`src/include/tcf_pkg.sv`:
```
// package of constants, encodings, types and waveform helper for the timer
package tcf_pkg;

  //////////////////////////////////////////////////////////////////////////
  // register offsets on the plain register port
  localparam logic [7:0] OFF_CTRL_A  = 8'h30;  // output actions, low mode bits
  localparam logic [7:0] OFF_CTRL_B  = 8'h33;  // force strobes, clock select
  localparam logic [7:0] OFF_COUNT   = 8'h32;  // counter value
  localparam logic [7:0] OFF_CMP_A   = 8'h29;  // compare value a
  localparam logic [7:0] OFF_CMP_B   = 8'h28;  // compare value b
  localparam logic [7:0] OFF_MASK    = 8'h39;  // interrupt enables
  localparam logic [7:0] OFF_FLAGS   = 8'h38;  // interrupt flags

  //////////////////////////////////////////////////////////////////////////
  // field positions
  localparam int FORCE_POS [2]   = '{7, 6};  // force strobes in ctrl b
  localparam int ACT_POS [2]     = '{6, 4};  // output action fields, ctrl a
  localparam int WGM_LO_POS      = 0;        // low mode bits in ctrl a
  localparam int WGM_HI_POS      = 3;        // high mode bit in ctrl b
  localparam int CS_POS          = 0;        // clock select in ctrl b
  localparam int IRQ_POS [3]     = '{4, 3, 1};  // a, b, wrap in mask/flags
  localparam logic [7:0] CTRL_A_WMASK = 8'hF3;  // bits 3:2 read as zero

  // channel / event index in 3-bit mask and flag vectors
  localparam int IDX_A    = 0;
  localparam int IDX_B    = 1;
  localparam int IDX_WRAP = 2;

  //////////////////////////////////////////////////////////////////////////
  // clock select codes
  localparam logic [2:0] CS_STOP     = 3'h0;
  localparam logic [2:0] CS_DIV1     = 3'h1;
  localparam logic [2:0] CS_DIV8     = 3'h2;
  localparam logic [2:0] CS_DIV64    = 3'h3;
  localparam logic [2:0] CS_DIV256   = 3'h4;
  localparam logic [2:0] CS_DIV1024  = 3'h5;
  localparam logic [2:0] CS_EXT_FALL = 3'h6;
  localparam logic [2:0] CS_EXT_RISE = 3'h7;

  // prescaler taps: tick when the low bits of the divider are all ones
  localparam logic [9:0] PRE_MASK_8    = 10'h007;  // divide by 8
  localparam logic [9:0] PRE_MASK_64   = 10'h03F;  // divide by 64
  localparam logic [9:0] PRE_MASK_256  = 10'h0FF;  // divide by 256
  localparam logic [9:0] PRE_MASK_1024 = 10'h3FF;  // divide by 1024

  //////////////////////////////////////////////////////////////////////////
  // waveform modes, output actions, fixed counter values
  localparam logic [2:0] MODE_NORMAL   = 3'h0;
  localparam logic [2:0] MODE_PC_FF    = 3'h1;
  localparam logic [2:0] MODE_CTC      = 3'h2;
  localparam logic [2:0] MODE_FAST_FF  = 3'h3;
  localparam logic [2:0] MODE_PC_CMP   = 3'h5;
  localparam logic [2:0] MODE_FAST_CMP = 3'h7;

  localparam logic [1:0] ACT_OFF    = 2'h0;
  localparam logic [1:0] ACT_TOGGLE = 2'h1;
  localparam logic [1:0] ACT_CLEAR  = 2'h2;
  localparam logic [1:0] ACT_SET    = 2'h3;

  localparam logic [7:0] CNT_MAX    = 8'hFF;
  localparam logic [7:0] CNT_BOTTOM = 8'h00;
  localparam logic [7:0] CNT_ONE    = 8'h01;

  //////////////////////////////////////////////////////////////////////////
  // types
  typedef enum logic [1:0] {
    DIR_UP   = 2'b01,
    DIR_DOWN = 2'b10
  } tcf_dir_t;

  typedef struct packed {
    logic       we;     // write strobe
    logic       re;     // read strobe
    logic [7:0] addr;   // register offset
    logic [7:0] wdata;  // write data
  } tcf_bus_req_t;

  typedef struct packed {
    logic [7:0]      ctrl_a;   // output actions and low mode bits
    logic            wgm_hi;   // high mode bit
    logic [2:0]      clk_sel;  // count clock select
    logic [7:0]      count;    // counter
    logic [1:0][7:0] cmp;      // compare values a, b
    logic [2:0]      mask;     // a, b, wrap enables
    logic [2:0]      flags;    // a, b, wrap flags
    tcf_dir_t        dir;      // phase correct direction
    logic            block;    // match blocked after counter write
    logic [9:0]      presc;    // free prescaler
    logic [1:0]      wave;     // waveform levels
    logic [1:0]      oe;       // waveform drives its pin
    logic [2:0]      irq;      // interrupt requests
    logic [7:0]      rdata;    // read data
  } tcf_state_t;

  localparam tcf_state_t TCF_STATE_RST = '{dir: DIR_UP, default: '0};

  typedef struct packed {
    logic sync1;  // first synchroniser stage
    logic sync2;  // second synchroniser stage
    logic prev;   // delayed copy for edge detect
  } tcf_edge_t;

  localparam tcf_edge_t TCF_EDGE_RST = '{default: '0};

  //////////////////////////////////////////////////////////////////////////
  // next waveform level for one channel
  function automatic logic wave_next(
    input logic       cur,
    input logic [1:0] a,
    input logic       m,
    input logic       f,
    input logic       pwm,
    input logic       fast,
    input logic       down,
    input logic       bot,
    input logic       cmp_is_top
  );
    logic w;
    w = cur;
    if (!pwm)
    begin
      // non-pwm: match or forced match applies the action
      if (m || f)
      begin
        case (a)
          ACT_TOGGLE: w = ~cur;
          ACT_CLEAR:  w = 1'b0;
          ACT_SET:    w = 1'b1;
          default:    w = cur;
        endcase
      end
    end
    else if (fast)
    begin
      // fast pwm: match sets level, bottom restores; value at top is
      // ignored on match so the output stays constant
      if (a[1] && m && !cmp_is_top)
        w = a[0];
      else if (a[1] && bot)
        w = ~a[0];
    end
    else if (a[1] && m)
    begin
      // phase correct: level depends on count direction
      w = a[0] ^ down;
    end
    return w;
  endfunction

endpackage

```
`src/tcf_timer.sv`:
```
// 8-bit timer/counter with compare channels, flags and register port
//
// The address-and-strobe port was decided locally.
module tcf_timer (
  // clock, reset, enable
  input  wire logic                  clk_sys,
  input  wire logic                  reset,
  input  wire logic                  clk_en,
  // register port
  input  wire tcf_pkg::tcf_bus_req_t bus_req,
  output logic [7:0]                 rd_data,
  // processor interrupt side: a, b, wrap
  input  wire logic                  cpu_irq_enable,
  input  wire logic [2:0]            vector_ack,
  output logic [2:0]                 irq_req,
  // pins
  input  wire logic                  ext_count_pin,
  output logic [1:0]                 wave_out,
  output logic [1:0]                 wave_oe
);
  import tcf_pkg::*;

  tcf_state_t  s_q;        // registered state
  tcf_state_t  s_d;        // next state
  logic [2:0]  mode;       // waveform mode
  logic        is_fast;    // fast pwm
  logic        is_phase;   // phase correct pwm
  logic        is_pwm;     // any pwm mode
  logic        top_cmp;    // top taken from compare a
  logic [7:0]  top;        // top value
  logic        ext_rise;   // pin rising edge pulse
  logic        ext_fall;   // pin falling edge pulse
  logic        tick;       // count enable this cycle
  logic        wr_ctrl_a;  // register write decodes
  logic        wr_ctrl_b;
  logic        wr_cnt;
  logic        wr_mask;
  logic        wr_flags;
  logic        at_top;     // counter sits at top
  logic        bottom_ev;  // fast pwm wraps to bottom
  logic        wrap_set;   // overflow event
  logic [1:0]  hit;        // real compare match per channel
  logic [1:0]  force_hit;  // forced match per channel
  logic [1:0]  wave_nx;    // next waveform level
  logic [1:0][1:0] act;    // output action per channel

  ////////////////////////////////////////////////////////////////////////////
  // helpers

  // spread a, b, wrap bits onto their register positions
  function automatic logic [7:0] irq_pack(input logic [2:0] v);
    logic [7:0] r;
    r = '0;
    for (int i = 0; i < 3; i++)
    begin
      r[IRQ_POS[i]] = v[i];
    end
    return r;
  endfunction

  // gather a, b, wrap bits from their register positions
  function automatic logic [2:0] irq_unpack(input logic [7:0] r);
    logic [2:0] v;
    v = '0;
    for (int i = 0; i < 3; i++)
    begin
      v[i] = r[IRQ_POS[i]];
    end
    return v;
  endfunction

  ////////////////////////////////////////////////////////////////////////////
  // external pin edges, counted regardless of pin direction
  tcf_edge_detect u_edge (
    .clk_sys    (clk_sys),
    .reset      (reset),
    .clk_en     (clk_en),
    .pin_in     (ext_count_pin),
    .rise_pulse (ext_rise),
    .fall_pulse (ext_fall)
  );

  ////////////////////////////////////////////////////////////////////////////
  // mode decode
  assign mode     = {s_q.wgm_hi, s_q.ctrl_a[WGM_LO_POS +: 2]};
  assign is_fast  = (mode == MODE_FAST_FF) || (mode == MODE_FAST_CMP);
  assign is_phase = (mode == MODE_PC_FF) || (mode == MODE_PC_CMP);
  assign is_pwm   = is_fast || is_phase;
  assign top_cmp  = (mode == MODE_CTC) || (mode == MODE_PC_CMP) ||
                    (mode == MODE_FAST_CMP);
  assign top      = top_cmp ? s_q.cmp[IDX_A] : CNT_MAX;
  assign at_top   = (s_q.count == top);

  // count enable from the selected source
  always_comb
  begin
    case (s_q.clk_sel)
      CS_STOP:     tick = 1'b0;
      CS_DIV1:     tick = 1'b1;
      CS_DIV8:     tick = (s_q.presc & PRE_MASK_8) == PRE_MASK_8;
      CS_DIV64:    tick = (s_q.presc & PRE_MASK_64) == PRE_MASK_64;
      CS_DIV256:   tick = (s_q.presc & PRE_MASK_256) == PRE_MASK_256;
      CS_DIV1024:  tick = (s_q.presc & PRE_MASK_1024) == PRE_MASK_1024;
      CS_EXT_FALL: tick = ext_fall;
      CS_EXT_RISE: tick = ext_rise;
      default:     tick = 1'b0;
    endcase
  end

  // register write decode
  assign wr_ctrl_a = bus_req.we && (bus_req.addr == OFF_CTRL_A);
  assign wr_ctrl_b = bus_req.we && (bus_req.addr == OFF_CTRL_B);
  assign wr_cnt    = bus_req.we && (bus_req.addr == OFF_COUNT);
  assign wr_mask   = bus_req.we && (bus_req.addr == OFF_MASK);
  assign wr_flags  = bus_req.we && (bus_req.addr == OFF_FLAGS);

  // overflow point per mode
  assign bottom_ev = tick && is_fast && at_top;
  always_comb
  begin
    if (is_phase)
      wrap_set = tick && (s_q.dir == DIR_DOWN) &&
                 (s_q.count == CNT_BOTTOM);
    else if (is_fast)
      wrap_set = tick && at_top;
    else
      wrap_set = tick && (s_q.count == CNT_MAX);
  end

  ////////////////////////////////////////////////////////////////////////////
  // per-channel compare and waveform
  for (genvar i = 0; i < 2; i++)
  begin : g_ch
    assign act[i] = s_q.ctrl_a[ACT_POS[i] +: 2];
    // match only on a tick not blocked by a counter write
    assign hit[i] = tick && !s_q.block &&
                    (s_q.count == s_q.cmp[i]);
    // strobe acts only outside pwm; in pwm it is dropped
    assign force_hit[i] = wr_ctrl_b && bus_req.wdata[FORCE_POS[i]] &&
                          !is_pwm;
    assign wave_nx[i] = wave_next(s_q.wave[i], act[i], hit[i],
                                  force_hit[i], is_pwm, is_fast,
                                  s_q.dir == DIR_DOWN, bottom_ev,
                                  s_q.cmp[i] == top);
  end

  ////////////////////////////////////////////////////////////////////////////
  // next state
  always_comb
  begin
    s_d = s_q;
    s_d.presc = s_q.presc + 10'h001;

    // configuration writes
    if (wr_ctrl_a)
      s_d.ctrl_a = bus_req.wdata & CTRL_A_WMASK;
    if (wr_ctrl_b)
    begin
      s_d.wgm_hi  = bus_req.wdata[WGM_HI_POS];
      s_d.clk_sel = bus_req.wdata[CS_POS +: 3];
    end
    if (bus_req.we && (bus_req.addr == OFF_CMP_A))
      s_d.cmp[IDX_A] = bus_req.wdata;
    if (bus_req.we && (bus_req.addr == OFF_CMP_B))
      s_d.cmp[IDX_B] = bus_req.wdata;
    if (wr_mask)
      s_d.mask = irq_unpack(bus_req.wdata);

    // counting; forced matches never reach this path
    if (tick)
    begin
      s_d.block = 1'b0;
      if (is_phase)
      begin
        case (s_q.dir)
          DIR_UP:
          begin
            if (at_top)
            begin
              s_d.dir   = DIR_DOWN;
              s_d.count = s_q.count - CNT_ONE;
            end
            else
              s_d.count = s_q.count + CNT_ONE;
          end
          DIR_DOWN:
          begin
            if (s_q.count == CNT_BOTTOM)
            begin
              s_d.dir   = DIR_UP;
              s_d.count = s_q.count + CNT_ONE;
            end
            else
              s_d.count = s_q.count - CNT_ONE;
          end
          default:
          begin
            s_d.dir = DIR_UP;
          end
        endcase
      end
      else if (top_cmp || is_fast)
      begin
        // clear on reaching top, match block or not; a forced match cannot do it
        s_d.dir   = DIR_UP;
        s_d.count = at_top ? CNT_BOTTOM : s_q.count + CNT_ONE;
      end
      else
      begin
        s_d.dir   = DIR_UP;
        s_d.count = s_q.count + CNT_ONE;
      end
    end

    // software write wins over a tick and arms the match block
    if (wr_cnt)
    begin
      s_d.count = bus_req.wdata;
      s_d.block = 1'b1;
    end

    // flags: events set, vector ack and write-one clear; set wins
    s_d.flags = s_q.flags & ~vector_ack;
    if (wr_flags)
      s_d.flags = s_d.flags & ~irq_unpack(bus_req.wdata);
    s_d.flags[IDX_A]    = s_d.flags[IDX_A] | hit[IDX_A];
    s_d.flags[IDX_B]    = s_d.flags[IDX_B] | hit[IDX_B];
    s_d.flags[IDX_WRAP] = s_d.flags[IDX_WRAP] | wrap_set;

    // requests need enable, global enable and flag
    s_d.irq = s_q.mask & s_q.flags & {3{cpu_irq_enable}};

    // waveform and pin override
    s_d.wave = wave_nx;
    s_d.oe   = {|s_d.ctrl_a[ACT_POS[IDX_B] +: 2],
                |s_d.ctrl_a[ACT_POS[IDX_A] +: 2]};

    // read data stand for exactly one cycle after the strobe
    s_d.rdata = 8'h00;
    if (bus_req.re)
    begin
      case (bus_req.addr)
        OFF_CTRL_A: s_d.rdata = s_q.ctrl_a;
        // force bits and bits 5:4 read zero
        OFF_CTRL_B: s_d.rdata = {4'h0, s_q.wgm_hi,
                                 s_q.clk_sel};
        OFF_COUNT:  s_d.rdata = s_q.count;
        OFF_CMP_A:  s_d.rdata = s_q.cmp[IDX_A];
        OFF_CMP_B:  s_d.rdata = s_q.cmp[IDX_B];
        OFF_MASK:   s_d.rdata = irq_pack(s_q.mask);
        OFF_FLAGS:  s_d.rdata = irq_pack(s_q.flags);
        default:    s_d.rdata = 8'h00;
      endcase
    end
  end

  ////////////////////////////////////////////////////////////////////////////
  // state register, frozen while the enable is low
  always_ff @(posedge clk_sys)
  begin
    if (reset)
    begin
      s_q <= TCF_STATE_RST;
    end
    else if (clk_en)
    begin
      s_q <= s_d;
    end
  end

  // outputs straight from state
  assign rd_data  = s_q.rdata;
  assign irq_req  = s_q.irq;
  assign wave_out = s_q.wave;
  assign wave_oe  = s_q.oe;
endmodule

```
`src/tcf_edge_detect.sv`:
```
// synchroniser and edge detector for the external count pin
module tcf_edge_detect (
  // clock, reset, enable
  input  wire logic clk_sys,
  input  wire logic reset,
  input  wire logic clk_en,
  // pin and edge pulses
  input  wire logic pin_in,
  output logic      rise_pulse,
  output logic      fall_pulse
);
  import tcf_pkg::*;

  tcf_edge_t s_q;  // registered state
  tcf_edge_t s_d;  // next state

  ////////////////////////////////////////////////////////////////////////////
  // shift the pin through two stages, the second feeds the edge compare
  always_comb
  begin
    s_d       = s_q;
    s_d.sync1 = pin_in;
    s_d.sync2 = s_q.sync1;
    s_d.prev  = s_q.sync2;
  end

  // one-cycle pulses, only the settled stage is looked at
  assign rise_pulse = s_q.sync2 & ~s_q.prev;
  assign fall_pulse = ~s_q.sync2 & s_q.prev;

  ////////////////////////////////////////////////////////////////////////////
  // state register, frozen while the enable is low
  always_ff @(posedge clk_sys)
  begin
    if (reset)
    begin
      s_q <= TCF_EDGE_RST;
    end
    else if (clk_en)
    begin
      s_q <= s_d;
    end
  end

endmodule

```
`config.mk`:
```
export PLATFORM = sky130hd
export DESIGN_NAME = tcf_timer
export DESIGN_NICKNAME = d
export VERILOG_FILES = /design/src/include/tcf_pkg.sv /design/src/tcf_timer.sv /design/src/tcf_edge_detect.sv
export SDC_FILE = /design/constraint.sdc
export NUM_CORES = 1
export LEC_CHECK = 0
export BUFFER_PORTS_ARGS = -buffer_cell sky130_fd_sc_hd__buf_2
export CORE_MARGIN = 4
export CORE_UTILIZATION = 60
export CTS_BUF_LIST = sky130_fd_sc_hd__clkbuf_2 sky130_fd_sc_hd__clkbuf_4 sky130_fd_sc_hd__clkbuf_8
export DETAILED_ROUTE_END_ITERATION = 8
export PLACE_DENSITY = 0.8
export SYNTH_ARGS = -nofsm -noshare
export SYNTH_HDL_FRONTEND = slang
export SYNTH_HIERARCHICAL = 1
export SYNTH_SLANG_ARGS = --single-unit
```
`constraint.sdc`:
```
create_clock -name clk_sys -period 5.33 [get_ports clk_sys]
set_input_delay 0.7995 -clock clk_sys [delete_from_list [all_inputs] [get_ports clk_sys]]
set_output_delay 0.7995 -clock clk_sys [all_outputs]
set_load 0.01 [all_outputs]
```
### Word-level counts from Yosys, hierarchy flattened

Cells that the tools add are included.

* output and inout bits: 15
* bits of input ports: 26
* register bits after elaboration: 71
* bits in read-only memories: 0
* word-level logic and storage cells: 179
* memory bits (writable): 0
* memories: 0
* bits in latches: 0

* reductions and logical operators: 57
* add/subtract/negate cells: 3
* div/mod/pow operators: 0
* order comparisons: 0
* shifts and indexed selects: 0
* $mul: 0
* bitwise operators: 19
* muxes and demuxes: 36
* equality and inequality tests: 44

Operator list (count)
* 2-to-1 mux 8 bit: 10
* == test 8 x 6 -> 1 bit, second input constant: 7
* case mux 8 bit (7 select lines): 1
* == test 8 bit: 5
* logical AND 1 bit: 26
* == test 3 bit, second input constant: 7
* == test 8 bit, second input constant: 2
* 2-to-1 mux 1 bit: 16
* case mux 8 bit (2 select lines): 1
* AND 3 bit: 4
* == test 3 x 2 -> 1 bit, second input constant: 4
* AND reduction 2 bit: 6
* adder 10 x 1 -> 10 bit, second input constant: 1
* == test 10 bit, second input constant: 1
* == test 2 bit, second input constant: 5
* AND reduction 5 bit: 2
* inequality test 3 x 2 -> 1 bit, second input constant: 3
* adder 8 x 1 -> 8 bit, second input constant: 1
* logical NOT 8 bit: 1
* logical OR 1 bit: 8
* inequality test 4 x 2 -> 1 bit, second input constant: 2
* case mux 1 bit (8 select lines): 1
* nonzero test 4 bit: 2
* subtractor 8 x 1 -> 8 bit, second input constant: 1
* other kinds (20): 42

### Logic depth before layout (Yosys ltp)

Gate-level depths: netlist of the first run.

* depth in word-level cells: 11
* gate-level depth with buffers: 11
* depth with buffers taken out: 11

### Hierarchy

The synthesis of the first run kept the hierarchy.

Modules (own cells, without submodules)
* tcf_timer: area an instance 4371.7 µm², cells an instance 561, times used 1, sequential area each 1361.3 µm²
* tcf_edge_detect: area an instance 113.9 µm², cells an instance 11, times used 1, sequential area each 60.1 µm²

### Worst setup path before layout of the first run

Ideal clock, no wire load.

* kind: register -> register
* start: reg s_q, in the netlist mode[2]
* end: reg s_q[56] (netlist name)
* period minus slack after synthesis: 2.683 ns
* arrival time: 2.562 ns
* path buffers: 2
* data required time: 5.208 ns
* stages on the path, launching flop included: 12
* slack: 2.647 ns
* setup time: 0.122 ns
* cell sequence: dfxtp_1 -> or3b_1 -> buf_2 -> and2_4 -> buf_6 -> nor4b_4 -> o311ai_4 -> o21ai_4 -> and2_4 -> a41oi_2 -> a32o_1 -> a221o_1

* word-level cells in the longest chain between the ends: 10
* elaborated cells between the ends (all ways): 21
* those cells by class: eq/ne (7); mux (8); reduce/logical (6)

RTL lines
* start: declaration: line tcf_timer.sv:23 `tcf_state_t s_q;`
* start signal: assignment: line tcf_timer.sv:263 `s_q <= TCF_STATE_RST;`
* start signal: assignment: line tcf_timer.sv:267 `s_q <= s_d;`
* == test 3 x 2 -> 1 bit / == test 3 bit (equally long branches): line tcf_timer.sv:89, tcf_timer.sv:87
* logical OR 1 bit (2 in series): line tcf_timer.sv:89 `assign top_cmp = (mode == MODE_CTC) || (mode == MODE_PC_CMP) ||`
* 2-to-1 mux 8 bit: line tcf_timer.sv:91 `assign top = top_cmp ? s_q.cmp[IDX_A] : CNT_MAX;`
* == test 8 bit: line tcf_timer.sv:92 `assign at_top = (s_q.count == top);`
* 2-to-1 mux 8 bit (on tied branches): line tcf_timer.sv:178, tcf_timer.sv:206
* case mux 8 bit (2 select lines) / 2-to-1 mux 8 bit (equally long branches): line tcf_timer.sv:175, tcf_timer.sv:202
* 2-to-1 mux 8 bit: line tcf_timer.sv:173 `if (is_phase)`
* 2-to-1 mux 8 bit: line tcf_timer.sv:170 `if (tick)`
* 2-to-1 mux 8 bit: line tcf_timer.sv:216 `if (wr_cnt)`

Several ways; a longest one is shown, not always the timed one. The select of a mux whose other input is x is not followed.
A chain may end at the register's enable or synchronous reset.

### Final worst setup path of the first run

* start: reg s_q[53] (netlist name)
* end: reg s_q[56] (netlist name)

* word-level cells in the longest chain between the ends: 6
* elaborated cells between the ends (all ways): 12
* those cells by class: add/sub (2); eq/ne (1); mux (8); reduce/logical (1)

RTL lines (line)
* subtractor 8 x 1 -> 8 bit (tied with other cells): tcf_timer.sv:181, tcf_timer.sv:194
* 2-to-1 mux 8 bit (on tied branches): tcf_timer.sv:188, tcf_timer.sv:178, tcf_timer.sv:206
* case mux 8 bit (2 select lines) / 2-to-1 mux 8 bit (equally long branches): tcf_timer.sv:175, tcf_timer.sv:202
* 2-to-1 mux 8 bit *: tcf_timer.sv:173
* 2-to-1 mux 8 bit *: tcf_timer.sv:170
* 2-to-1 mux 8 bit *: tcf_timer.sv:216

Every way passes the cells marked *; elsewhere a longest branch is shown, timed or not. The select of a mux whose other input is x is not followed.

==> metrics.csv, run 1 <==
metric;value;unit
status;completed;
drv_cap;0;
path_delay_family;compound AO/OA/AOI/OAI gates;
routed-wl-met3;1.293;mm
path_depth;9;
tightestPinTransition;1.040;ns
cp.required;5.59;ns
fillCellCount;635;
ios;41;
grt-ovfl-total;0;
relSlewSlack;30.45;%
wl_per_cell;19.10;um
netlist_area;4486;um^2
ys_seq_elements;71;
grt_pass1_wl;20.82;mm
tritoncts;yes;
cpPeakStageDelay;0.68;ns
yosysUniqueCellTypes;66;
drt-initial-drc-count;496;
drc;0;
clock_skew;0.008443;ns
gr-usage-all-layers;30.19;%
cts.sinks;71;
setup_violations;0;
top_layer;met4;
nets;606;
num_vias;4401;
synth_area_leaders;dfxtp_1 32%, a21oi_1 6.5%, nand2_1 6.1%, nor2_1 5.7%, mux2i_1 4.9%;
reg2regPathDepth;9;
place_ws;1.991;ns
crit_type;flip-flop to flip-flop;
row_count;31;
p_leak;1.813;nW
post_cts_resized;0;
die_h;94.47;um
area_growth;6.416;%
timing.final.ws_setup;2.132;ns
post-cts-setup-buffer-count;0;
placeableCoreArea;7253;um^2
drive_gt1_share;13.15;%
path_cells;xor2_1, a2111oi_0, mux2_2, o311ai_4, o21ai_4, and2_4, a41oi_2, a32o_1, a221o_1;
whs_endpoint;irq_req[2];
multi_input_area;2736;um^2
worst_setup_path_end_kind;flip-flop;
numCtsBuffers;9;
avgSynthCellArea;7.842;um^2
path_max_fanout;11;
drt_pre_antenna_iters;6;
die_area;8924;um^2
portBuffers;40;
power.density;218.7;nW/um^2
yosysMostFrequentCell;nand2_1;
cp_slowest_cell;dfxtp_1;
die_w;94.47;um
ys_top_cells_by_count;73 x nand2_1, 71 x dfxtp_1, 68 x nor2_1, 58 x a21oi_1, 32 x clkbuf_1;
min_period;3.198;ns
gp_congestion;0.9941;
setup-tns-final;0;ns
cp.buffers_inverters;0;
antenna_cells;0;
cp-start-kind;flip-flop;
cts_root_buffer;clkbuf_8;
fmax;312.7;MHz
hold_viol;0;
synth_nets;605;
antenna_left;0;
synth_edf_count;0;
syn_inst;572;
wl_met1;5.361;mm
h-tree-depth;3;
synth_warnings;6;
start_util;61.84;%
fin_crit_sh;59.99;%
synth-async-reset-ratio;0;%
power;1.044;mW
place_hpwl;9.004;mm
reg2reg_slack;2.13;ns
peakVddDrop;0.0001361;V
design_area;4773;um^2
cp.arrival;3.46;ns
ys_seq_area_share;31.69;%
hp-class;flip-flop to flip-flop;
r2r-end;s_q[56];
grt_setup_unrepaired;no;
synth_top_area_cell;dfxtp_1;
hold_start;irq_req[2];
met2WireLength;5.924;mm
holdPathStages;2;
grt_pass1_vias;4074;
place_inst;661;
grt_max_degree;72;
synth_top_flop_cell;dfxtp_1;
clockBufferDepth;2;
seqCellArea;1421;um^2
placed_cell_area;4568;um^2
clk_latency;0.37;ns
maxSlewViolCount;0;
clk_pin_slew;0.08;ns
layout.cells.non_filler;677;
synth_top_area_share;31.69;%
wirelength;12.93;mm
antenna_found_initial;0;
via_per_inst;6.501;
postCtsHoldBufs;0;
reg2reg_from;s_q[53];
## cells in the final DEF, fill, tap and decap left out, types with 3 or more instances in the layout
cell type and count:
inv_1 17, nor3_1 12, xor2_1 10, a21oi_1 58, xnor2_1 20, a21boi_0 3, mux4_2 3, mux2i_1 22
dfxtp_1 71, ha_1 7, a221oi_1 3, nand4_1 16, mux2_2 6, nor4_1 4, a211oi_1 5, o311ai_0 3
o21ai_0 13, o22ai_1 5, buf_2 40, nor2_1 68, nand3_1 10, o21a_1 3, or3_1 4, and4_1 3
nor2b_1 6, and3_1 5, nand2_1 73, o211ai_1 7, nand2b_1 5, a32o_1 4, buf_4 3, clkbuf_8 10
a22oi_1 9, nor4bb_1 4, a222oi_1 5
## per-stage QoR
step / utilization [%] / hold slack, ns
finish: 65.81 / 0.4649
global route: 65.81 / 0.4838
CTS: 65.81 / 0.4694
detailed placement: 62.98 / 0.4535
global placement: 62.98 / 0.4408
floorplan: - / 0.4367
## registers in the layout, summed over array words and instances (netlist names)
signal and cells:
mode 3, rd_data 8, act 4, s_q 46, u_edge/s_d 2, wave_out 2
irq_req 3, u_edge/s_q 1, wave_oe 2
## worst register-to-register path, cell delays in order (launching register included)
cell and delay [ns]:
dfxtp_1 0.68, xor2_1 0.14, a2111oi_0 0.59, mux2_2 0.31, o311ai_4 0.17, o21ai_4 0.27, and2_4 0.24, a41oi_2 0.15
a32o_1 0.26, a221o_1 0.28
## cells by family after synthesis
group                    count (synthesis)  synth area share, %
AND/OR/NAND/NOR                        225                24.38
AO/OA/AOI/OAI                          138                20.89
flip-flops                              71                31.69
buffers and inverters                   70                7.308
multiplexers                            31                7.922
XOR/XNOR                                30                5.858
adder cells (fa/ha/maj)                  7                1.952
## routing by layer
metal | up-vias | global-route usage, %
met5 | - | 0
met4 | 0 | 13.70
met3 | 36 | 5.498
met2 | 251 | 46.57
met1 | 2070 | 41.07
li1 | 2044 | -
## power breakdown
part / switching (mW) / internal [mW]
clock network: 0.224 / 0.230
registers: 0.00259 / 0.533
logic: 0.0382 / 0.0163
## cell type report
class	count	area share (%)
multi-input cells	431	57.33
flip-flops and latches	71	29.78
repair buffers	43	4.666
clock buffers	10	2.883
well taps	99	2.595
clock inverters	6	1.415
inverters	17	1.337
## worst max path at each step
stage	start	end	slack, ns
floorplan	mode[2]	s_q[56]	2.65
global placement	bus_req[10]	s_q[56]	2.10
detailed placement	bus_req[10]	s_q[56]	1.99
CTS	s_q[53]	s_q[56]	2.20
global route	s_q[15]	s_q[53]	1.93
finish	s_q[53]	s_q[56]	2.13
No activity file was read; power rests on OpenSTA's default activity.
==> run 2, diff against run 1 <==
==> constraint.sdc (replaced) <==
create_clock -name clk_sys -period 3.05 [get_ports clk_sys]
set_input_delay 0.4575 -clock clk_sys [delete_from_list [all_inputs] [get_ports clk_sys]]
set_output_delay 0.4575 -clock clk_sys [all_outputs]
set_load 0.01 [all_outputs]
==> metrics.csv, run 2 (synthesized netlist as in run 1, its figures left out) <==
metric;value;unit
post-cts-setup-buffer-count;0;
worst_setup_path_end_kind;flip-flop;
seqCellArea;1421;um^2
clock_skew;0.01250;ns
hold_viol;0;
reg2reg_slack;0.19;ns
cp-start-kind;flip-flop;
min_period;2.856;ns
crit_type;flip-flop to flip-flop;
fin_util;68.22;%
row_count;31;
power.density;356.4;nW/um^2
drv_cap;0;
die_h;94.47;um
cts_root_buffer;clkbuf_8;
antenna_found_initial;0;
multi_input_area;2744;um^2
place_hpwl;10.11;mm
reg2reg_from;mode[2];
fin_crit_sh;93.63;%
portBuffers;40;
clk_latency;0.36;ns
die_w;94.47;um
grt_setup_unrepaired;no;
antenna_cells;0;
path_max_fanout;8;
fmax;350.2;MHz
final_common_cell;nand2_1;
tightestPinTransition;0.7280;ns
maxSlewViolCount;0;
whs_endpoint;u_edge/s_d[1];
gp_congestion;0.9809;
drive_gt1_share;16.92;%
cp.arrival;3.10;ns
cp.required;3.29;ns
grt_pass1_wl;21.99;mm
grt_pass1_vias;4223;
start_util;61.84;%
drt_pre_antenna_iters;6;
hp-class;primary input to flip-flop;
die_area;8924;um^2
drc;0;
final_cell_mix;73 x nand2_1, 71 x dfxtp_1, 68 x nor2_1;
drt-initial-drc-count;476;
wirelength;13.66;mm
via_per_inst;6.352;
setup-tns-final;0;ns
status;completed;
hold_start;ext_count_pin;
tritoncts;yes;
gr-usage-all-layers;31.74;%
nets;631;
reg2regPathDepth;9;
holdPathStages;3;
clockBufferDepth;2;
r2r-end;s_q[56];
largest_reg_flops;46;
ios;41;
area_growth;10.32;%
clk_pin_slew;0.09;ns
peakVddDrop;0.0002652;V
numCtsBuffers;9;
setup_violations;0;
grt_max_degree;53;
h-tree-depth;3;
grt-ovfl-total;0;
placeableCoreArea;7253;um^2
antenna_left;0;
regMostFlops;s_q;
num_vias;4459;
wl_per_cell;19.45;um
relSlewSlack;51.31;%
cts.sinks;71;
p_leak;1.936;nW
fillCellCount;649;
run 2: per-stage QoR:
step	std cells	total power [mW]	instance area [um^2]	worst slack, ns	hold slack, ns
floorplan	572	1.006	4486	0.3667	0.4367
CTS	702	1.766	4941	0.1869	0.3490
finish	702	1.763	4949	0.1943	0.3493
global route	702	1.823	4949	0.07643	0.3883
global placement	686	1.051	4756	0.3007	0.4422
detailed placement	686	1.053	4756	0.2270	0.4486
run 2: what timing repair did:
action	in CTS	in global routing
hold buffers	0	0
endpoints found under the setup margin	0	1
gates resized for setup	0	2
run 2: layer usage:
layer / global-route usage [%] / routed length (um)
met1: 44.01 / 5720
met2: 48.29 / 6147
met3: 6.375 / 1341
met4: 12.86 / 448
met5: 0 / 0
run 2: layout make-up:
class                           count  share of cell area, %
Clock inverter                      7                  1.239
Sequential cell                    71                  28.72
Clock buffer                        9                  2.503
Timing Repair Buffer               68                  8.293
Multi-Input combinational cell    431                  55.45
Tap cell                           99                  2.503
Inverter                           17                  1.290
run 2: report_power, final:
part	internal (mW)	switching, mW
Sequential	0.931	0.00422
Combinational	0.0304	0.0689
Clock	0.311	0.419
Total	1.27	0.492
run 2: worst max-delay path: stages (launching register included):
cell and delay, ns:
dfxtp_1 0.36, or3b_1 0.48, and2_4 0.24, nor4b_4 0.26, o311ai_4 0.21, o21ai_4 0.28, and2_4 0.23, a41oi_2 0.14
a32o_1 0.25, a221o_1 0.29
run 2: worst max path at each step:
stage | start | depth (start not counted) | slack [ns] | to
global placement | mode[2] | 9 | 0.30 | s_q[56]
floorplan | mode[2] | 11 | 0.37 | s_q[56]
CTS | s_q[53] | 9 | 0.19 | s_q[56]
detailed placement | s_q[53] | 9 | 0.23 | s_q[56]
global route | mode[2] | 9 | 0.08 | s_q[56]
finish | mode[2] | 9 | 0.19 | s_q[56]
